## src/event_branch_pkg.sv

```systemverilog
// constants, field layouts and carriers for the event branch unit
package event_branch_pkg;

    // instruction word layout
    localparam int COND_HI = 31;
    localparam int COND_LO = 28;
    localparam int OPC_HI = 27;
    localparam int OPC_LO = 21;
    localparam int EXT_HI = 20;
    localparam int EXT_LO = 19;
    localparam int IMM_BIT = 18;
    localparam int DST_HI = 17;
    localparam int DST_LO = 9;
    localparam int SRC_HI = 8;
    localparam int SRC_LO = 0;
    localparam int SRC_SIGN = 8;
    localparam int AUG_LOW_HI = 10;

    localparam logic [6:0] OPC_EVENT_BRANCH = 7'h5E;
    localparam logic [1:0] EXT_EVENT_BRANCH = 2'h1;

    // destination codes of the event branch group
    localparam logic [8:0] D_JUMP_ON_IRQ_FLAG = 9'h000;
    localparam logic [8:0] D_JUMP_NO_IRQ_FLAG = 9'h010;
    localparam logic [8:0] D_JUMP_ON_SEL_EVENT_1 = 9'h004;
    localparam logic [8:0] D_JUMP_ON_SEL_EVENT_2 = 9'h005;
    localparam logic [8:0] D_JUMP_ON_SEL_EVENT_3 = 9'h006;
    localparam logic [8:0] D_JUMP_ON_SEL_EVENT_4 = 9'h007;
    localparam logic [8:0] D_JUMP_NO_SEL_EVENT_1 = 9'h014;
    localparam logic [8:0] D_JUMP_NO_SEL_EVENT_2 = 9'h015;
    localparam logic [8:0] D_JUMP_NO_SEL_EVENT_3 = 9'h016;
    localparam logic [8:0] D_JUMP_NO_SEL_EVENT_4 = 9'h017;
    localparam logic [8:0] D_JUMP_ON_PIN_MATCH = 9'h008;
    localparam logic [8:0] D_JUMP_NO_PIN_MATCH = 9'h018;
    localparam logic [8:0] D_JUMP_ON_FIFO_WRAP = 9'h009;
    localparam logic [8:0] D_JUMP_NO_FIFO_WRAP = 9'h019;
    localparam logic [8:0] D_JUMP_ON_STREAM_DONE = 9'h00B;
    localparam logic [8:0] D_JUMP_NO_STREAM_DONE = 9'h01B;
    localparam logic [8:0] D_JUMP_ON_ROTATOR_EMPTY = 9'h00F;
    localparam logic [8:0] D_JUMP_NO_ROTATOR_EMPTY = 9'h01F;

    // execution cycle counts, measured from the accepting edge
    localparam logic [4:0] LAT_NOT_TAKEN = 5'h02;
    localparam logic [4:0] LAT_TAKEN_LOCAL = 5'h04;
    localparam logic [4:0] LAT_SHARED_MIN = 5'h0D;
    localparam logic [4:0] LAT_SHARED_MAX = 5'h14;
    localparam logic [4:0] CNT_ONE = 5'h01;

    // program counter
    localparam int PC_W = 20;
    localparam logic [19:0] PC_STEP_LOCAL = 20'h00001;
    localparam logic [19:0] PC_STEP_SHARED = 20'h00004;

    // register map, byte addresses
    localparam logic [3:0] REG_CTRL = 4'h0;
    localparam logic [3:0] REG_STATUS = 4'h4;
    localparam logic [3:0] REG_LAST_TARGET = 4'h8;
    localparam logic [3:0] REG_TAKEN_COUNT = 4'hC;

    localparam int CTRL_ENABLE_BIT = 0;
    localparam int CTRL_BLK_LO = 16;
    localparam int CTRL_BLK_HI = 31;
    localparam logic [31:0] CTRL_RESET = 32'h0000_0001;

    localparam int STAT_BUSY_BIT = 0;
    localparam int STAT_WRAP_BIT = 1;
    localparam int STAT_TAKEN_BIT = 2;
    localparam int STAT_HUB_BIT = 3;

    // one instruction presented by fetch
    typedef struct packed {
        logic [31:0] word;
        logic [19:0] pc;
        logic [19:0] src_value;
        logic aug_valid;
        logic [22:0] aug_bits;
        logic flag_c;
        logic flag_z;
        logic hub_exec;
    } instr_req_t;

    // event flag levels from the sources outside
    typedef struct packed {
        logic irq;
        logic [3:0] sel_event;
        logic pin_match;
        logic stream_done;
        logic rotator_empty;
    } event_flags_t;

    // answer to fetch
    typedef struct packed {
        logic done;
        logic pc_load;
        logic [19:0] pc_target;
    } branch_rsp_t;

    typedef enum logic [1:0] {
        ST_IDLE,
        ST_RUN,
        ST_HUB_WAIT
    } exec_state_t;

endpackage

```

## src/event_branch_unit.sv

```systemverilog
// event branch decode and execute unit with avalon register slave
//
// Decided for this implementation: the Avalon-MM register port and the register addresses.
`timescale 1ns/10ps

module event_branch_unit
    import event_branch_pkg::*;
#(
    parameter int BLK_W = 16
)
(
    // clock, reset, enable
    input wire logic core_clk,
    input wire logic rst_n,
    input wire logic clk_en,
    // instruction fetch side
    input wire logic instr_valid,
    input wire instr_req_t instr_req,
    input wire logic hub_refill_ready,
    output logic instr_busy_q,
    output branch_rsp_t rsp_q,
    // event flag sources
    input wire event_flags_t event_flags,
    input wire logic fifo_start,
    input wire logic fifo_advance,
    output logic fifo_wrap_q,
    // avalon-mm slave
    input wire logic [3:0] avs_address,
    input wire logic avs_read,
    input wire logic avs_write,
    input wire logic [31:0] avs_writedata,
    input wire logic [3:0] avs_byteenable,
    output logic [31:0] avs_readdata,
    output logic avs_waitrequest
);

    ////////////////////////////////////////////////////////////////////////////
    // functions

    // picks the tested flag for a destination code; bit 0 says the code is ours
    function automatic logic [1:0] flag_select(input logic [8:0] code, input event_flags_t ev, input logic wrap);
        logic [1:0] r;
        r = 2'h0;
        case (code)
            D_JUMP_ON_IRQ_FLAG: r = {ev.irq, 1'b1};
            D_JUMP_NO_IRQ_FLAG: r = {~ev.irq, 1'b1};
            D_JUMP_ON_SEL_EVENT_1: r = {ev.sel_event[0], 1'b1};
            D_JUMP_ON_SEL_EVENT_2: r = {ev.sel_event[1], 1'b1};
            D_JUMP_ON_SEL_EVENT_3: r = {ev.sel_event[2], 1'b1};
            D_JUMP_ON_SEL_EVENT_4: r = {ev.sel_event[3], 1'b1};
            D_JUMP_NO_SEL_EVENT_1: r = {~ev.sel_event[0], 1'b1};
            D_JUMP_NO_SEL_EVENT_2: r = {~ev.sel_event[1], 1'b1};
            D_JUMP_NO_SEL_EVENT_3: r = {~ev.sel_event[2], 1'b1};
            D_JUMP_NO_SEL_EVENT_4: r = {~ev.sel_event[3], 1'b1};
            D_JUMP_ON_PIN_MATCH: r = {ev.pin_match, 1'b1};
            D_JUMP_NO_PIN_MATCH: r = {~ev.pin_match, 1'b1};
            D_JUMP_ON_FIFO_WRAP: r = {wrap, 1'b1};
            D_JUMP_NO_FIFO_WRAP: r = {~wrap, 1'b1};
            D_JUMP_ON_STREAM_DONE: r = {ev.stream_done, 1'b1};
            D_JUMP_NO_STREAM_DONE: r = {~ev.stream_done, 1'b1};
            D_JUMP_ON_ROTATOR_EMPTY: r = {ev.rotator_empty, 1'b1};
            D_JUMP_NO_ROTATOR_EMPTY: r = {~ev.rotator_empty, 1'b1};
            default: r = 2'h0;
        endcase
        return r;
    endfunction

    // byte-lane merge of a write into a stored word
    function automatic logic [31:0] lane_merge(input logic [31:0] old, input logic [31:0] wd, input logic [3:0] be);
        logic [31:0] r;
        r = old;
        for (int i = 0; i < 4; i++)
        begin
            if (be[i])
            begin
                r[i*8 +: 8] = wd[i*8 +: 8];
            end
        end
        return r;
    endfunction

    ////////////////////////////////////////////////////////////////////////////
    // declarations

    logic [31:0] ctrl_q;
    logic [31:0] ctrl_d;
    logic [19:0] last_target_q;
    logic [31:0] taken_count_q;
    logic last_taken_q;
    logic last_hub_q;
    logic [BLK_W-1:0] blk_left_q;
    logic [BLK_W-1:0] blk_left_d;
    logic fifo_wrap_d;
    exec_state_t state_q;
    logic [4:0] cnt_q;
    logic [4:0] lat_q;
    logic taken_q;
    logic [19:0] target_q;

    ////////////////////////////////////////////////////////////////////////////
    // decode and target arithmetic

    // field slices of the presented word
    wire logic [3:0] f_cond = instr_req.word[COND_HI:COND_LO];
    wire logic [6:0] f_opc = instr_req.word[OPC_HI:OPC_LO];
    wire logic [1:0] f_ext = instr_req.word[EXT_HI:EXT_LO];
    wire logic f_imm = instr_req.word[IMM_BIT];
    wire logic [8:0] f_dst = instr_req.word[DST_HI:DST_LO];
    wire logic [8:0] f_src = instr_req.word[SRC_HI:SRC_LO];

    // opcode match and flag selection
    wire logic is_group = (f_opc == OPC_EVENT_BRANCH) && (f_ext == EXT_EVENT_BRANCH);
    wire logic [1:0] sel = flag_select(f_dst, event_flags, fifo_wrap_q);
    wire logic is_event_branch = is_group && sel[0];
    wire logic flag_ok = sel[1];

    // condition field indexed by {c, z}; a failed condition is a plain no-op
    wire logic cond_ok = f_cond[{instr_req.flag_c, instr_req.flag_z}];
    wire logic will_take = is_event_branch && cond_ok && flag_ok;

    // 9-bit offset sign-extended, or 20 bits when the augment prefix is present
    wire logic [19:0] off_short = {{11{f_src[SRC_SIGN]}}, f_src};
    wire logic [19:0] off_long = {instr_req.aug_bits[AUG_LOW_HI:0], f_src};
    wire logic [19:0] off_sel = instr_req.aug_valid ? off_long : off_short;

    // shared-memory code scales by four; no alignment check because byte pcs are legal there
    wire logic [19:0] off_scaled = instr_req.hub_exec ? {off_sel[17:0], 2'b00} : off_sel;
    wire logic [19:0] pc_next = instr_req.pc + (instr_req.hub_exec ? PC_STEP_SHARED : PC_STEP_LOCAL);
    wire logic [19:0] rel_target = pc_next + off_scaled;
    wire logic [19:0] new_target = f_imm ? rel_target : instr_req.src_value;

    // latency picked at acceptance; shared taken is bounded by the hub wait state
    wire logic [4:0] new_lat = will_take ? LAT_TAKEN_LOCAL : LAT_NOT_TAKEN;

    wire logic unit_en = ctrl_q[CTRL_ENABLE_BIT];
    wire logic accept = instr_valid && (state_q == ST_IDLE) && unit_en;

    ////////////////////////////////////////////////////////////////////////////
    // execution sequencer

    // end of run: count since the accepting edge reaches the chosen latency
    wire logic run_end = (state_q == ST_RUN) && (cnt_q == (lat_q - CNT_ONE));
    wire logic hub_end = (state_q == ST_HUB_WAIT)
        && (((cnt_q >= (LAT_SHARED_MIN - CNT_ONE)) && hub_refill_ready)
        || (cnt_q == (LAT_SHARED_MAX - CNT_ONE)));
    wire logic finish = run_end || hub_end;

    // sequencer state and counters
    always_ff @(posedge core_clk or negedge rst_n)
    begin
        if (!rst_n)
        begin
            state_q <= ST_IDLE;
            cnt_q <= 5'h00;
            lat_q <= LAT_NOT_TAKEN;
            taken_q <= 1'b0;
            target_q <= 20'h00000;
            last_hub_q <= 1'b0;
        end
        else if (clk_en)
        begin
            case (state_q)
                ST_IDLE:
                begin
                    if (accept)
                    begin
                        cnt_q <= 5'h00;
                        lat_q <= new_lat;
                        taken_q <= will_take;
                        target_q <= new_target;
                        last_hub_q <= instr_req.hub_exec;
                        state_q <= (will_take && instr_req.hub_exec) ? ST_HUB_WAIT : ST_RUN;
                    end
                end
                ST_RUN, ST_HUB_WAIT:
                begin
                    cnt_q <= cnt_q + CNT_ONE;
                    if (finish)
                    begin
                        state_q <= ST_IDLE;
                    end
                end
                default:
                begin
                    state_q <= ST_IDLE;
                end
            endcase
        end
    end

    // answer to fetch; the pc is never loaded unless the flag test passed
    always_ff @(posedge core_clk or negedge rst_n)
    begin
        if (!rst_n)
        begin
            rsp_q <= '0;
        end
        else if (clk_en)
        begin
            rsp_q.done <= finish;
            rsp_q.pc_load <= finish && taken_q;
            rsp_q.pc_target <= finish ? target_q : rsp_q.pc_target;
        end
    end

    // busy from the accepting edge to the done edge; fetch must hold its next word meanwhile
    always_ff @(posedge core_clk or negedge rst_n)
    begin
        if (!rst_n)
        begin
            instr_busy_q <= 1'b0;
        end
        else if (clk_en)
        begin
            instr_busy_q <= accept || ((state_q != ST_IDLE) && !finish);
        end
    end

    ////////////////////////////////////////////////////////////////////////////
    // fifo block wrap flag

    // polling the wrap flag with either form consumes it
    wire logic wrap_polled = accept && is_group && cond_ok
        && ((f_dst == D_JUMP_ON_FIFO_WRAP) || (f_dst == D_JUMP_NO_FIFO_WRAP));
    wire logic [BLK_W-1:0] blk_len = ctrl_q[CTRL_BLK_LO +: BLK_W];
    wire logic blk_last = fifo_advance && (blk_left_q == {{(BLK_W-1){1'b0}}, 1'b1});

    // count down, raise the flag on the last word, then reload the block start
    assign blk_left_d = fifo_start ? blk_len
        : (blk_last ? blk_len
        : ((fifo_advance && (blk_left_q != '0)) ? (blk_left_q - {{(BLK_W-1){1'b0}}, 1'b1}) : blk_left_q));
    // a wrap arriving with the poll wins over the clear
    assign fifo_wrap_d = blk_last ? 1'b1 : (wrap_polled ? 1'b0 : fifo_wrap_q);

    // block counter only
    always_ff @(posedge core_clk or negedge rst_n)
    begin
        if (!rst_n)
        begin
            blk_left_q <= '0;
        end
        else if (clk_en)
        begin
            blk_left_q <= blk_left_d;
        end
    end

    // wrap flag on its own; the set-wins merge lives in fifo_wrap_d
    always_ff @(posedge core_clk or negedge rst_n)
    begin
        if (!rst_n)
        begin
            fifo_wrap_q <= 1'b0;
        end
        else if (clk_en)
        begin
            fifo_wrap_q <= fifo_wrap_d;
        end
    end

    ////////////////////////////////////////////////////////////////////////////
    // register file and avalon slave

    // one-cycle answer: waitrequest idles high and drops for the answering cycle
    wire logic bus_req = avs_read || avs_write;
    wire logic bus_done = bus_req && !avs_waitrequest;
    wire logic ctrl_hit = avs_address == REG_CTRL;
    wire logic [31:0] status_word = {28'h0000000, last_hub_q, last_taken_q, fifo_wrap_q, instr_busy_q};

    // read selection; unmapped addresses read zero
    wire logic [31:0] rd_mux = ctrl_hit ? ctrl_q
        : (avs_address == REG_STATUS) ? status_word
        : (avs_address == REG_LAST_TARGET) ? {12'h000, last_target_q}
        : (avs_address == REG_TAKEN_COUNT) ? taken_count_q
        : 32'h0000_0000;

    assign ctrl_d = (bus_done && avs_write && ctrl_hit) ? lane_merge(ctrl_q, avs_writedata, avs_byteenable) : ctrl_q;

    // bus handshake and read data
    always_ff @(posedge core_clk or negedge rst_n)
    begin
        if (!rst_n)
        begin
            avs_waitrequest <= 1'b1;
            avs_readdata <= 32'h0000_0000;
        end
        else if (clk_en)
        begin
            avs_waitrequest <= !(bus_req && avs_waitrequest);
            avs_readdata <= (avs_read && avs_waitrequest) ? rd_mux : avs_readdata;
        end
    end

    // control word; a write lands only at the edge that completes the access
    always_ff @(posedge core_clk or negedge rst_n)
    begin
        if (!rst_n)
        begin
            ctrl_q <= CTRL_RESET;
        end
        else if (clk_en)
        begin
            ctrl_q <= ctrl_d;
        end
    end

    // branch history shown to software
    always_ff @(posedge core_clk or negedge rst_n)
    begin
        if (!rst_n)
        begin
            last_target_q <= 20'h00000;
            taken_count_q <= 32'h0000_0000;
            last_taken_q <= 1'b0;
        end
        else if (clk_en)
        begin
            if (finish)
            begin
                last_taken_q <= taken_q;
            end
            if (finish && taken_q)
            begin
                last_target_q <= target_q;
                taken_count_q <= taken_count_q + 32'h0000_0001; // wraps silently
            end
        end
    end

endmodule

```

## config.mk

```make
export PLATFORM = sky130hd
export DESIGN_NAME = event_branch_unit
export DESIGN_NICKNAME = d
export VERILOG_FILES = /design/src/event_branch_pkg.sv /design/src/event_branch_unit.sv
export SDC_FILE = /design/constraint.sdc
export NUM_CORES = 1
export LEC_CHECK = 0
export BUFFER_PORTS_ARGS = -buffer_cell sky130_fd_sc_hd__buf_2
export CAP_MARGIN = 20
export CELL_PAD_IN_SITES_DETAIL_PLACEMENT = 2
export CELL_PAD_IN_SITES_GLOBAL_PLACEMENT = 2
export CORE_MARGIN = 1
export CORE_UTILIZATION = 36
export CTS_CLUSTER_DIAMETER = 80
export DETAILED_ROUTE_END_ITERATION = 7
export PLACE_DENSITY_LB_ADDON = 0.1
export SYNTH_ARGS = -nofsm -noshare
export SYNTH_HDL_FRONTEND = slang
export SYNTH_SLANG_ARGS = --single-unit
```

## constraint.sdc

```tcl
create_clock -name core_clk -period 4.15 [get_ports core_clk]
set_clock_uncertainty 0.15 [all_clocks]
set_input_delay 0.2075 -clock core_clk [delete_from_list [all_inputs] [get_ports core_clk]]
set_output_delay 0.2075 -clock core_clk [all_outputs]
set_load 0.01 [all_outputs]
```

==> summary.md <==
The layout-stage area growth over the synthesis result is 23.5%. For this design the static power due to leakage is 0.00614 µW. The global-route usage over all layers came out at 0.226. Summing over every cut layer, the via total after detailed routing is 8755. Setup repair after global routing left no endpoint under its margin. The floorplan has 61 rows.

The clock latency reported for the late side of the worst-skew pair came out at 0.44 ns. The flow ran to the end, and the final reports show no timing, DRC or antenna violations. Routability-driven placement finished with a final weighted congestion of 0.809. Counting flops and latches in the post-synthesis netlist gives 188. The quantity of I/O buffers inserted on ports was 200. For the DRC marker count from the first detailed-route iteration, the log shows 403.

The run gives 2 as the initial antenna violation count. The final count of pins violating max slew was 0; the maximum clock path buffer count was 2. The total overflow left after global routing is 0. After detailed placement, the total cell area comes to 11800 µm². The share of the clock period used by the worst path after layout came out at 0.748. The logs give 0 for the reported max-cap violation count and 23.5 mm for the estimated wirelength of the detail-placed design. In the layout the commonest cells are 199 x sky130_fd_sc_hd__buf_2, 185 x sky130_fd_sc_hd__dfrtp_1, 106 x sky130_fd_sc_hd__nand2_1.

The finished cells cover 12800 µm². After detailed routing, the average wire length per cell comes to 19.9 µm. The category of the worst setup path capture point is a register. The number of hold violations in the final report is 0, and the number of cells produced by synthesis is 1008. The logs give 32.4 mm for the total wire length after detailed routing and 4 for the first-pass iteration count of the detailed router. The transition at the pin with the smallest max-transition slack was 0.797 ns.

The sink count of the clock tree was 188. After synthesis the cells add up to 10400 µm². At the worst endpoint, the required time is 4.32 ns.

The starting density of the core came out at 0.370. After floorplanning, the core was sized to cover 28100 µm². In this run, placement finished with an instance count of 1548. The critical path starts at instr_req[0]. Yosys attributes the largest share of cell area to sky130_fd_sc_hd__dfrtp_1 45%, sky130_fd_sc_hd__mux2_2 9.2%, sky130_fd_sc_hd__ha_1 5.3%. The remaining number of nets flagged by the antenna check after routing was 0. The path class of the tightest hold or removal check is in -> reg.

The die outline height works out to 172 µm. At the end of the flow, the number of nets in the layout was 1440. The number of cells traversed by the worst register-to-register path is 8. For the final routed database, the setup TNS stands at 0 ns. The fraction of layout instances using a drive strength above 1 is 0.282.

The worst path needs 3.10 ns of the cycle, external delays included. Leaving out fill and tap cells, the most frequent cell in the layout is sky130_fd_sc_hd__buf_2. The worst register-to-register path ends at last_target_q[11]. The tools report the sequential element share of the synthesized area as 0.454. Final-layout worst hold slack: 0.0130 ns.

The share of flip-flops with an asynchronous set or reset came out at 1.00. Counting every net in the synthesized netlist gives 1211. A synthesized cell averages 10.3 µm². The tools report the clock root buffer as sky130_fd_sc_hd__clkbuf_16.

Synthesis instantiated 69 different standard cells from the library. For the worst setup path, the data arrival time is 3.28 ns. Clock-pin slew was measured on the worst setup and hold paths at 0.08 ns.

The critical register-to-register path startpoint is lat_q[1]. For this run, the number of standard cells in the final layout without fillers is 1629. The H-tree generated during clock tree synthesis spans 4 levels. The critical path is of the in -> reg type. After detailed routing, the number of vias per cell comes to 5.37.

Static timing analysis puts the maximum clock frequency at 322 MHz. During synthesis, Yosys emitted a total of 0 warnings. The number of synthesized flops with an enable pin came out at 0.

VDD sags by at most 0.000223 V. TritonCTS built the clock tree. Counting the fill cells in the layout gives 3044.

The most used flip-flop cell after synthesis is sky130_fd_sc_hd__dfrtp_1. The share of Yosys cell area claimed by the top area cell type is 0.446. The number of remaining DRC errors was 0; the wire length of the first global-routing pass was 51.5 mm. The number of global-route vias before repair came out at 9533. In this run, CTS created clock tree buffers numbering 17.

Highest fanout seen on the critical path: 12. The die boundary width works out to 172 µm. Tightest slew margin relative to the limit: 0.464. In this run the power density over the cells is 364 nW/µm². Entering global routing, the biggest net connects 94 pins.

The worst register-to-register path has a setup slack of 1.26 ns. The synthesized design spends more area on one cell type than any other, namely sky130_fd_sc_hd__dfrtp_1. In this run the worst setup path terminates at target_q[18].

The number of I/O pins is 213. STA classifies the critical path startpoint as an input port. The floorplan step defined a die boundary enclosing 29500 µm². Setup violations remaining at the end of the flow were counted as 0.
==> critical path, cell delays in order <==
cell	delay, ns
sky130_fd_sc_hd__buf_2	0.26
sky130_fd_sc_hd__inv_1	0.22
sky130_fd_sc_hd__fa_1	0.63
sky130_fd_sc_hd__inv_1	0.07
sky130_fd_sc_hd__ha_1	0.28
sky130_fd_sc_hd__a21oi_1	0.22
sky130_fd_sc_hd__nor2_1	0.10
sky130_fd_sc_hd__nor4_1	0.45
sky130_fd_sc_hd__nor2_1	0.18
sky130_fd_sc_hd__a31oi_1	0.26
sky130_fd_sc_hd__mux2i_1	0.12
sky130_fd_sc_hd__a211o_1	0.27
==> final cells by class <==
cell class | instances | area (µm²) | share of cell area
Tap cell | 378 | 473 | 0.0369
Clock inverter | 14 | 154 | 0.0120
Sequential cell | 188 | 4710 | 0.367
Clock buffer | 17 | 425 | 0.0332
Inverter | 25 | 93.8 | 0.00732
Multi-Input combinational cell | 743 | 5350 | 0.417
Timing Repair Buffer | 262 | 1610 | 0.125
Antenna cell | 2 | 5.00 | 0.000390
==> worst min-delay path by stage <==
stage | startpoint | endpoint | slack, ns | cells after the start
floorplan | rst_n | avs_readdata[0] | -0.24 | 0
global placement | rst_n | blk_left_q[15] | 0.20 | 1
detailed placement | rst_n | blk_left_q[15] | 0.20 | 1
CTS | instr_req[35] | target_q[8] | 0.009 | 4
global route | instr_req[44] | target_q[17] | 0.06 | 4
finish | instr_req[35] | target_q[8] | 0.01 | 4
==> synth_stat cells, types with 11 or more instances <==
master and number:
sky130_fd_sc_hd__nand2_1 106, sky130_fd_sc_hd__nand3_1 41, sky130_fd_sc_hd__nor2_1 32, sky130_fd_sc_hd__nand4_1 16, sky130_fd_sc_hd__a21oi_1 66, sky130_fd_sc_hd__ha_1 44
sky130_fd_sc_hd__inv_1 24, sky130_fd_sc_hd__dfrtp_1 185, sky130_fd_sc_hd__nor4_1 13, sky130_fd_sc_hd__o21ai_0 82, sky130_fd_sc_hd__mux2i_1 28, sky130_fd_sc_hd__a22o_1 19
sky130_fd_sc_hd__buf_2 13, sky130_fd_sc_hd__xnor2_1 39, sky130_fd_sc_hd__a21o_1 13, sky130_fd_sc_hd__clkbuf_1 25, sky130_fd_sc_hd__nor2b_1 11, sky130_fd_sc_hd__mux2_2 85
sky130_fd_sc_hd__nor3b_1 12, sky130_fd_sc_hd__a22oi_1 15
==> through the flow <==
step,total power [µW],worst slack (ns),util
after global routing,4910,0.800,0.456
after global placement,3000,0.620,0.418
final,4670,1.05,0.456
after floorplan,2650,0.827,-
after detailed placement,3040,0.550,0.418
after CTS,4740,0.999,0.456
==> report_power, final <==
part           switching (µW)  internal, µW
registers                 165          1990
logic                     490           394
clock network             784           852
total                    1440          3230
==> logic make-up (layout without fill, tap and decap cells) <==
logic type,count (synthesis),in the layout,share of synthesized area
DFF,188,188,0.454
buffers and inverters,77,318,0.0338
muxes,114,114,0.121
and+or+nand+nor,289,289,0.145
adders and majority gates,47,47,0.0588
other,0,2,0
xor gates and xnor gates,45,45,0.0380
AOI/OAI and AO/OA,248,248,0.150
==> flip-flops by register name, indices dropped and copies added (netlist names), 5 cells and up <==
register,flops
rsp_q,22
avs_readdata,32
ctrl_q,32
last_target_q,20
cnt_q,5
target_q,20
blk_left_q,16
taken_count_q,32
==> metal layers <==
metal	GRT usage	wire length, µm	vias up
met2	0.391	15900	200
met3	0.0375	1290	30
met4	0.0569	401	0
met5	0	0	-
met1	0.292	14800	4399
li1	-	-	4126
==> timing repair <==
item                      4_1_cts  5_1_grt
hold endpoints to repair      136        0
buffers inserted                0        0
resized for setup               0        0
hold buffers                   48        0
Power figures use the tool's default switching activity.
